--- config.mk ---
export PLATFORM = sky130hd
export DESIGN_NAME = intc_core
export DESIGN_NICKNAME = d
export VERILOG_FILES = /design/src/design/intc_pkg.sv /design/src/design/intc_core.sv /design/src/design/pin_sync.sv /design/src/design/prio_pick.sv
export VERILOG_INCLUDE_DIRS = /design/src /design/src/design
export SDC_FILE = /design/constraint.sdc
export NUM_CORES = 1
export LEC_CHECK = 0
export ABC_CLOCK_PERIOD_IN_PS = 4200
export BUFFER_PORTS_ARGS = -buffer_cell sky130_fd_sc_hd__clkbuf_2
export CAP_MARGIN = 5
export CORE_MARGIN = 2
export CORE_UTILIZATION = 55
export DETAILED_ROUTE_END_ITERATION = 8
export PLACE_DENSITY = 0.83
export SLEW_MARGIN = 20
export SYNTH_ARGS = -nofsm -noshare
export SYNTH_HDL_FRONTEND = slang
export SYNTH_HIERARCHICAL = 1
export SYNTH_SLANG_ARGS = --single-unit
--- constraint.sdc ---
create_clock -name clk -period 4.2 [get_ports clk]
set_input_delay 0.21 -clock clk [delete_from_list [all_inputs] [get_ports clk]]
set_output_delay 0.21 -clock clk [all_outputs]
set_load 0.01 [all_outputs]
--- src/design/intc_consts.svh ---
// Function
// - Nonspecific end clears highest in-service channel
// - Specific end clears only the named channel
// - Special mask: masked service bits survive nonspecific end
// - Automatic end clears bit at second acknowledge end
// - After initialization channel zero highest, fixed
// - Fixed priority stays unless rotation is programmed
// - Acknowledge resolves, sets service bit, supplies vector
// - Service bit blocks equal and lower priorities
// - Specific rotation makes the named channel lowest priority
// - Auto rotation makes serviced channel lowest priority
// - Auto rotation applies on every end command
// - Auto rotation serves everyone within eight requests
// - Init start: fixed priority, no special mask
// - Init start clears the whole channel mask
// - Next three odd writes load words two-four
// - Even write bit four clear ends initialization
// - Odd write in operation loads channel mask
// - Bit three selects operation word two or three
// - First acknowledge sets service, clears pending bit
// - Vector is programmed high bits plus channel
`ifndef INTC_CONSTS_SVH
`define INTC_CONSTS_SVH

// ****************************************************************
// Port map (second controller of a pair would sit at 10'h0a0)
// ****************************************************************
`define INTC_ADDR_W        10
`define INTC_EVEN_ADDR     10'h020
`define INTC_ODD_ADDR      10'h021

// ****************************************************************
// Command word fields
// ****************************************************************
`define INTC_INIT_BIT      4
`define INTC_OCW_SEL_BIT   3
`define INTC_LEVEL_BIT     3
`define INTC_AUTO_END_BIT  1
`define INTC_ESMM_BIT      6
`define INTC_SMM_BIT       5
`define INTC_RR_BIT        1
`define INTC_RIS_BIT       0
`define INTC_CMD_NS_END    3'h1
`define INTC_CMD_NOP       3'h2
`define INTC_CMD_SP_END    3'h3
`define INTC_CMD_AUTO_OFF  3'h0
`define INTC_CMD_AUTO_ON   3'h4
`define INTC_CMD_ROT_NS    3'h5
`define INTC_CMD_SET_TOP   3'h6
`define INTC_CMD_ROT_SP    3'h7

// ****************************************************************
// Reset values and widths
// ****************************************************************
`define INTC_SLAVE_ID_RST  3'h7
`define INTC_SPURIOUS_CH   3'h7
`define INTC_TOP_RST       3'h0
`define INTC_SYNC_W        9

`endif

--- src/design/intc_pkg.sv ---
package intc_pkg;

	typedef enum logic [1:0] {
		INIT_DONE  = 2'b00,
		INIT_WORD2 = 2'b01,
		INIT_WORD3 = 2'b10,
		INIT_WORD4 = 2'b11
	} init_state_e;

	typedef struct packed {
		logic       found;
		logic [2:0] ch;
		logic [2:0] rank;
	} pick_s;

	typedef struct packed {
		init_state_e init_state;
		logic [7:0]  pending_request_bits;
		logic [7:0]  in_service_bits;
		logic [7:0]  channel_mask_bits;
		logic [7:0]  req_prev;
		logic        level_mode;
		logic [4:0]  vec_base;
		logic [7:0]  init_word_three;
		logic [2:0]  slave_id;
		logic        automatic_service_end;
		logic [2:0]  top;
		logic        auto_rot;
		logic        smm;
		logic        read_isr;
		logic        interrupt_acknowledge_cycle_prev;
		logic        ack_second;
		logic [2:0]  ack_ch;
		logic        spurious;
		logic        intr;
		logic [7:0]  vector;
		logic        vector_oe;
		logic [7:0]  rdata;
	} ctrl_s;

endpackage

--- src/design/intc_core.sv ---
`timescale 1ns/10ps
`include "intc_consts.svh"

module intc_core (
	input  wire logic                     clk,
	input  wire logic                     rst,
	input  wire logic [`INTC_ADDR_W-1:0]  io_addr,
	input  wire logic                     io_wr,
	input  wire logic                     io_rd,
	input  wire logic [7:0]               io_wdata,
	output logic      [7:0]               io_rdata,
	input  wire logic [7:0]               request_lines,
	input  wire logic                     interrupt_acknowledge_cycle,
	output logic                          intr,
	output logic      [7:0]               vector_data,
	output logic                          vector_oe
);
	import intc_pkg::*;

	// ****************************************************************
	// Pin synchronisers
	// ****************************************************************
	logic [`INTC_SYNC_W-1:0] synced;
	logic [7:0]              req_sync;
	logic                    interrupt_acknowledge_cycle_sync;

	pin_sync u_sync (
		.clk    (clk),
		.rst    (rst),
		.pins   ({interrupt_acknowledge_cycle, request_lines}),
		.synced (synced)
	);

	assign req_sync  = synced[7:0];
	assign interrupt_acknowledge_cycle_sync = synced[8];

	ctrl_s st_r;
	ctrl_s st_nxt;

	// ****************************************************************
	// Priority resolution
	// ****************************************************************
	logic [7:0] svc_bits;
	logic [7:0] req_bits;
	pick_s      svc;
	pick_s      req;
	logic       grant_ok;

	// Under special mask, masked service bits neither block nor get ended by a nonspecific end
	assign svc_bits = st_r.smm ? (st_r.in_service_bits & ~st_r.channel_mask_bits)
	                           : st_r.in_service_bits;
	assign req_bits = st_r.pending_request_bits & ~st_r.channel_mask_bits;

	prio_pick u_svc_pick (
		.bits (svc_bits),
		.top  (st_r.top),
		.pick (svc)
	);

	prio_pick u_req_pick (
		.bits (req_bits),
		.top  (st_r.top),
		.pick (req)
	);

	// Only a strictly lower rank (higher priority) may nest over a channel in service
	assign grant_ok = req.found && (!svc.found || req.rank < svc.rank);

	// ****************************************************************
	// Decode
	// ****************************************************************
	logic       sel;
	logic       wr_even;
	logic       wr_odd;
	logic       rd_even;
	logic       rd_odd;
	logic       interrupt_acknowledge_cycle_rise;
	logic       interrupt_acknowledge_cycle_fall;
	logic [7:0] rise;
	logic [2:0] cmd;

	assign sel       = {io_addr[`INTC_ADDR_W-1:1], 1'b0} == `INTC_EVEN_ADDR;
	assign wr_even   = io_wr && sel && !io_addr[0];
	assign wr_odd    = io_wr && sel && io_addr[0];
	assign rd_even   = io_rd && sel && !io_addr[0];
	assign rd_odd    = io_rd && sel && io_addr[0];
	assign interrupt_acknowledge_cycle_rise = interrupt_acknowledge_cycle_sync && !st_r.interrupt_acknowledge_cycle_prev;
	assign interrupt_acknowledge_cycle_fall = !interrupt_acknowledge_cycle_sync && st_r.interrupt_acknowledge_cycle_prev;
	assign rise      = req_sync & ~st_r.req_prev;
	assign cmd       = io_wdata[7:5];

	// ****************************************************************
	// Next state
	// ****************************************************************
	always_comb begin
		st_nxt           = st_r;
		st_nxt.req_prev  = req_sync;
		st_nxt.interrupt_acknowledge_cycle_prev = interrupt_acknowledge_cycle_sync;

		// Level mode follows the line; edge mode latches until taken
		if (st_r.level_mode) begin
			st_nxt.pending_request_bits = req_sync;
		end else begin
			st_nxt.pending_request_bits = st_r.pending_request_bits;
		end

		// Acknowledge sequence
		if (interrupt_acknowledge_cycle_rise && !st_r.ack_second) begin
			st_nxt.ack_second = 1'b1;
			st_nxt.spurious   = !grant_ok;
			if (grant_ok) begin
				st_nxt.ack_ch                        = req.ch;
				st_nxt.in_service_bits[req.ch]      = 1'b1;
				st_nxt.pending_request_bits[req.ch] = 1'b0;
			end else begin
				st_nxt.ack_ch = `INTC_SPURIOUS_CH;
			end
		end else if (interrupt_acknowledge_cycle_rise) begin
			st_nxt.vector    = {st_r.vec_base, st_r.ack_ch};
			st_nxt.vector_oe = 1'b1;
		end
		if (interrupt_acknowledge_cycle_fall && st_r.vector_oe) begin
			st_nxt.vector_oe  = 1'b0;
			st_nxt.ack_second = 1'b0;
			if (st_r.automatic_service_end && !st_r.spurious) begin
				st_nxt.in_service_bits[st_r.ack_ch] = 1'b0;
				if (st_r.auto_rot) begin
					st_nxt.top = 3'(st_r.ack_ch + 3'h1);
				end
			end
		end

		// Register writes
		if (wr_even && io_wdata[`INTC_INIT_BIT]) begin
			st_nxt.init_state        = INIT_WORD2;
			st_nxt.level_mode        = io_wdata[`INTC_LEVEL_BIT];
			st_nxt.top               = `INTC_TOP_RST;
			st_nxt.auto_rot          = 1'b0;
			st_nxt.smm               = 1'b0;
			st_nxt.read_isr          = 1'b0;
			st_nxt.slave_id          = `INTC_SLAVE_ID_RST;
			st_nxt.channel_mask_bits = 8'h00;
			st_nxt.pending_request_bits = 8'h00;
		end else if (wr_even) begin
			st_nxt.init_state = INIT_DONE;
			if (!io_wdata[`INTC_OCW_SEL_BIT]) begin
				case (cmd)
					`INTC_CMD_NS_END, `INTC_CMD_ROT_NS: begin
						if (svc.found) begin
							st_nxt.in_service_bits[svc.ch] = 1'b0;
							if (cmd == `INTC_CMD_ROT_NS || st_r.auto_rot) begin
								st_nxt.top = 3'(svc.ch + 3'h1);
							end
						end
					end
					`INTC_CMD_SP_END, `INTC_CMD_ROT_SP: begin
						st_nxt.in_service_bits[io_wdata[2:0]] = 1'b0;
						if (cmd == `INTC_CMD_ROT_SP || st_r.auto_rot) begin
							st_nxt.top = 3'(io_wdata[2:0] + 3'h1);
						end
					end
					`INTC_CMD_SET_TOP: begin
						st_nxt.top = io_wdata[2:0];
					end
					`INTC_CMD_AUTO_ON: begin
						st_nxt.auto_rot = 1'b1;
					end
					`INTC_CMD_AUTO_OFF: begin
						st_nxt.auto_rot = 1'b0;
					end
					default: begin
					end
				endcase
			end else begin
				if (io_wdata[`INTC_ESMM_BIT]) begin
					st_nxt.smm = io_wdata[`INTC_SMM_BIT];
				end
				if (io_wdata[`INTC_RR_BIT]) begin
					st_nxt.read_isr = io_wdata[`INTC_RIS_BIT];
				end
			end
		end else if (wr_odd) begin
			case (st_r.init_state)
				INIT_DONE: begin
					st_nxt.channel_mask_bits = io_wdata;
				end
				INIT_WORD2: begin
					st_nxt.vec_base   = io_wdata[7:3];
					st_nxt.init_state = INIT_WORD3;
				end
				INIT_WORD3: begin
					st_nxt.init_word_three = io_wdata;
					st_nxt.slave_id        = io_wdata[2:0];
					st_nxt.init_state      = INIT_WORD4;
				end
				INIT_WORD4: begin
					st_nxt.automatic_service_end = io_wdata[`INTC_AUTO_END_BIT];
					st_nxt.init_state            = INIT_DONE;
				end
				default: begin
					st_nxt.init_state = INIT_DONE;
				end
			endcase
		end

		// A request edge in the cycle its bit is taken is kept
		if (!st_r.level_mode) begin
			st_nxt.pending_request_bits = st_nxt.pending_request_bits | rise;
		end

		// Request is withheld while initialization is incomplete
		st_nxt.intr = grant_ok && st_r.init_state == INIT_DONE && !st_r.ack_second;

		if (rd_even) begin
			st_nxt.rdata = st_r.read_isr ? st_r.in_service_bits : st_r.pending_request_bits;
		end else if (rd_odd) begin
			st_nxt.rdata = st_r.channel_mask_bits;
		end else begin
			st_nxt.rdata = st_r.rdata;
		end
	end

	always_ff @(posedge clk) begin
		if (rst) begin
			st_r          <= '0;
			st_r.slave_id <= `INTC_SLAVE_ID_RST;
		end else begin
			st_r <= st_nxt;
		end
	end

	// ****************************************************************
	// Outputs
	// ****************************************************************
	assign io_rdata    = st_r.rdata;
	assign intr        = st_r.intr;
	assign vector_data = st_r.vector;
	assign vector_oe   = st_r.vector_oe;

	logic operation_word_two_wr;
	assign operation_word_two_wr = wr_even && !io_wdata[`INTC_INIT_BIT] && !io_wdata[`INTC_OCW_SEL_BIT];
endmodule

--- src/design/pin_sync.sv ---
`timescale 1ns/10ps
`include "intc_consts.svh"

module pin_sync (
	input  wire logic                    clk,
	input  wire logic                    rst,
	input  wire logic [`INTC_SYNC_W-1:0] pins,
	output logic      [`INTC_SYNC_W-1:0] synced
);
	typedef struct packed {
		logic [`INTC_SYNC_W-1:0] s1;
		logic [`INTC_SYNC_W-1:0] s2;
	} sync_s;

	sync_s st_r;
	sync_s st_nxt;

	// First stage feeds only the second stage
	always_comb begin
		st_nxt    = st_r;
		st_nxt.s1 = pins;
		st_nxt.s2 = st_r.s1;
	end

	always_ff @(posedge clk) begin
		if (rst) begin
			st_r <= '0;
		end else begin
			st_r <= st_nxt;
		end
	end

	assign synced = st_r.s2;
endmodule

--- src/design/prio_pick.sv ---
`timescale 1ns/10ps

module prio_pick (
	input  wire logic         [7:0] bits,
	input  wire logic         [2:0] top,
	output intc_pkg::pick_s         pick
);
	import intc_pkg::*;

	// Rank 0 is the top channel; ranks grow in circular channel order
	always_comb begin
		logic [2:0] ch;
		ch   = 3'h0;
		pick = '0;
		for (int i = 7; i >= 0; i--) begin
			ch = 3'(top + 3'(i));
			if (bits[ch]) begin
				pick.found = 1'b1;
				pick.ch    = ch;
				pick.rank  = 3'(i);
			end
		end
	end
endmodule

# Word level (Yosys, flattened, before mapping)
# Cells that the tools add are included.
dict set report op_classes {
  add_sub_neg 10
  mux 90
  eq_ne 10
  n_reduce_logical 50
  bitwise_logic 19
  order_cmp 17
}
# operator count
set op_table {}
lappend op_table {{$mux 7} 16}
lappend op_table {{$mux 8} 13}
lappend op_table {{$and 8x8->8} 7}
lappend op_table {{$bmux 1 s3} 16}
lappend op_table {{$lt 3x4->1 const B} 12}
lappend op_table {{$not 8->8} 6}
lappend op_table {{$mux 16} 2}
lappend op_table {{$mux 1} 25}
lappend op_table {{$mux 3} 7}
lappend op_table {{$logic_and 1x1->1} 19}
lappend op_table {{$or 8x8->8} 2}
lappend op_table {{$pmux 8 s2} 1}
lappend op_table {{$add 3x1->3 const B} 4}
lappend op_table {{$add 3x3->3 const B} 4}
lappend op_table {{$demux 1 s3} 4}
lappend op_table {{$eq 3x3->1 const B} 4}
lappend op_table {{$ge 3x1->1 const B} 4}
lappend op_table {{$reduce_and 3->1} 4}
lappend op_table {{$eq 9x5->1 const B} 1}
lappend op_table {{$pmux 3 s3} 1}
lappend op_table {{$reduce_and 4->1} 2}
lappend op_table {{$reduce_or 2->1} 4}
lappend op_table {{$logic_not 1->1} 7}
lappend op_table {{$add 3x2->3 const B} 2}
lappend op_table {{19 further kinds} 29}
dict set report word_totals {
  output_inout_bits 18
  in_bits 31
  reg_bits 89
}

# Logic depth before layout (Yosys ltp)
dict set report depth {
  word_depth 29
  mapped_depth 16
  depth_no_buf 14
}

# Modules after synthesis
# The synthesis kept the hierarchy.
# module area_each_um2 instances cells_per_inst
set by_module_without_submodules {}
lappend by_module_without_submodules {intc_core 3801.1 1 440}
lappend by_module_without_submodules {prio_pick 884.6 2 112}
lappend by_module_without_submodules {pin_sync 489.2 1 37}

# Worst setup path before layout
# Ideal clock, no wire load.
dict set report synth_timing {
  kind {register to register}
  startpoint {reg st_r[28] in the netlist's numbering}
  endpoint {reg st_r[76] in the netlist's numbering}
  arrival_time_ns 3.583
  path_stages_with_launch 17
  n_path_buf 2
  slack_ns 0.479
  setup_time_ns 0.138
  path_cell_list {dfxtp_1 -> buf_4 -> inv_1 -> ha_1 -> buf_6 -> mux2_4 -> mux2i_1 -> nor2_1 -> a21oi_4 -> nand2_1 -> nor2_1 -> inv_1 -> ha_1 -> a21o_1 -> a21o_1 -> a2111oi_0 -> o32ai_1}
}
# element line_no
set synth_lines {}
lappend synth_lines {{start, declared} intc_core.sv:37} ;# ctrl_s st_r;
lappend synth_lines {{start signal, assigned} intc_core.sv:228} ;# st_r <= st_nxt;

==> flow_metrics.tcl <==
set metrics [dict create \
    drt_pass1_iterations 6 \
    vias 5404 \
    syn_nets 741 \
    clk_path_buf_depth 2 \
    busiest_layer "met2" \
    synthFlopType "dfxtp_1" \
    synth_seq_area_share_pct 29.40 \
    via_per_inst 6.306 \
    end_kind "flop" \
    ctsHoldBuffers 0 \
    drv_slew 0 \
    most-common-layout-cells "dfxtp_1, nand2_1, mux2i_1" \
    yosys-top-cells-area "dfxtp_1, mux2i_1, nand2_1" \
    grt-ovfl-total 0 \
    design_area_sq_mm 0.006452 \
    crit_required_ps 4470 \
    grt_pass1_vias 5233 \
    synth_top_area_share_pct 29.40 \
    crit_buf_inv 2 \
    hpwl_microns 11470 \
    die_h_microns 109.0 \
    outcome "completed" \
    finalSetupViolCount 0 \
    wl_per_cell_microns 17.95 \
    seqCellArea_sq_mm 0.001783 \
    gp_congestion 0.9470 \
    min_period_over_period_pct 93.86 \
    tritoncts "built" \
    wl_microns 15380 \
    multi_input_area_sq_mm 0.003948 \
    critPathLaunchType "flop" \
    crit_family "simple AND/OR/NAND/NOR gates" \
    layout.nets 752 \
    syn_inst 701 \
    route.detailed.drc 0 \
    io_pins 49 \
    yosys_warnings 6 \
    start_util_pct 56.14 \
    die_area_sq_mm 0.01187 \
    grt_use_met1_pct 35.16 \
    port_buffers 48 \
    rsz0062_at_grt "no" \
    synth-async-reset-ratio_pct 0 \
    vdd_drop_max_uv 304.0 \
    clock-sinks 89 \
    area_growth_pct 6.484 \
    clk-insertion-delay-late_ps 370 \
    slowest_delay_ps 550 \
    ff2ff_setup_slack_ps 260 \
    met3_usage_pct 3.467 \
    synth-edff-count 0 \
    clk_pin_slew_ps 90 \
    grt_use_total_pct 27.17 \
    cts_made_buffers 9 \
    slowest_stage "or3_1" \
    maxCapViolations 0 \
    slew_headroom_pct 34.71 \
    worstMarginPinSlew_ps 979.2 \
    tns_ps 0 \
    critPathArrivalTime_ps 4220 \
    path_cells "inv_1 > ha_2 > buf_4 > mux2i_1 > mux2i_1 > o221ai_1 > o221ai_1 > nand2_1 > nor3_1 > or3_1 > or3_1 > o311ai_0 > a221oi_1 > o21a_1" \
    postRouteAntennaNets 0 \
    timing.fmax_mhz 253.7 \
    dp_slack_ps 147.8 \
    avgSynthCellArea_sq_um 8.644 \
    critPathKind "flop to flop" \
    grt_util_met2_pct 46.67 \
    worstPathMaxFanout 9 \
    power_density_mw_per_mm2 266.9 \
    hold_viol 0 \
    grt_max_degree 35 \
    die_width_microns 109.0 \
    layout-drive-gt1-share_pct 17.29 \
    synth_seq_cells 89 \
    yosysTopAreaCell "dfxtp_1" \
    grt_pass1_wl_microns 25720 \
    totalPowerFinal_uw 1722 \
    core_sq_mm 0.01079 \
    place_area_sq_mm 0.006211 \
    antenna_cells 0 \
    worst_slack_ps 257.7 \
    hold_path_class "input pin to flop" \
    skew_ps 10.70 \
    drtIter0Drc 524 \
    p_leak_uw 0.002462 \
    synth.distinct_cells 74 \
    nFillCells 927 \
    layout_commonest_cell "dfxtp_1" \
    htree_levels 3 \
    synth_area_sq_mm 0.006060 \
    antenna_found_initial 0 \
    cts-root-buf "clkbuf_8" \
    fin_crit_ps 3942 \
    rows 38 \
]
==> stage by stage <==
stage | hold slack, ps | instances | utilization [%]
6_report | 45.69 | 857 | 59.78
5_1_grt | 55.51 | 857 | 59.78
4_1_cts | 36.48 | 857 | 59.31
3_5_place_dp | 417.6 | 841 | 57.55
3_3_place_gp | 415.3 | 841 | 57.55
2_1_floorplan | 281.6 | 701 | -
==> layout make-up <==
type / instances / share of cell area [%]
clock buffers: 11 / 2.346
clock inverters: 5 / 0.6011
inverters: 19 / 1.105
multi-input cells: 539 / 61.18
flip-flops and latches: 89 / 27.63
well taps: 140 / 2.715
repair buffers: 54 / 4.421
==> routing by layer <==
metal  routed length [microns]  part of all wire [%]  up-vias
met5                         0                     0        -
met4                       304                   2.0        0
met3                      1076                   7.0       41
met2                      7612                    49      248
met1                      6390                    42     2555
li1                          -                     -     2560
==> path summary, 6_finish.rpt <==
kind / start / end / depth (start not counted)
max: st_r[28] / st_r[64] / 14
max reg2reg: st_r[28] / st_r[64] / 14
min reg2reg: u_sync/st_nxt[1] / u_sync/synced[1] / 1
min: interrupt_acknowledge_cycle / u_sync/st_nxt[8] / 2
==> power breakdown <==
part	total (uW)	internal [uW]	switching [uW]
registers	880	864	16.0
logic	285	107	177
clock network	557	250	307
==> logic make-up after synthesis <==
logic type | after synthesis | synth area share (%)
simple gates | 260 | 22.44
buf+inv | 73 | 6.360
mux | 83 | 16.85
flops | 89 | 29.40
compound gates | 172 | 19.80
xor+xnor | 15 | 3.283
fa+ha+maj | 9 | 1.858
==> cells in the mapped netlist, types with 5 or more instances <==
library cell	number
nand2_1	82
buf_2	8
ha_1	9
a21oi_1	39
clkbuf_1	22
nor2b_1	34
and2b_1	7
nor3_1	10
o32ai_1	8
nor2_1	50
buf_4	19
o21a_1	5
nand2b_1	23
a221oi_1	10
dfxtp_1	89
o221ai_1	11
mux4_2	8
inv_1	19
or3_1	7
a31oi_1	6
mux2_2	10
mux2i_1	57
a21boi_0	9
a211oi_1	11
nand3_1	21
o21ai_0	34
xor2_1	7
==> repair_timing <==
item,CTS,global route
setup endpoints to repair,0,17
setup buffers,0,0
gates resized for setup,0,11
==> flip-flops by register name (all words and copies together), names as in the netlist <==
name	cells
vector_oe	1
u_sync/st_nxt	9
intr	1
st_r	53
u_sync/synced	9
io_rdata	8
vector_data	8
Note: power is estimated with default switching activity, not from simulation.
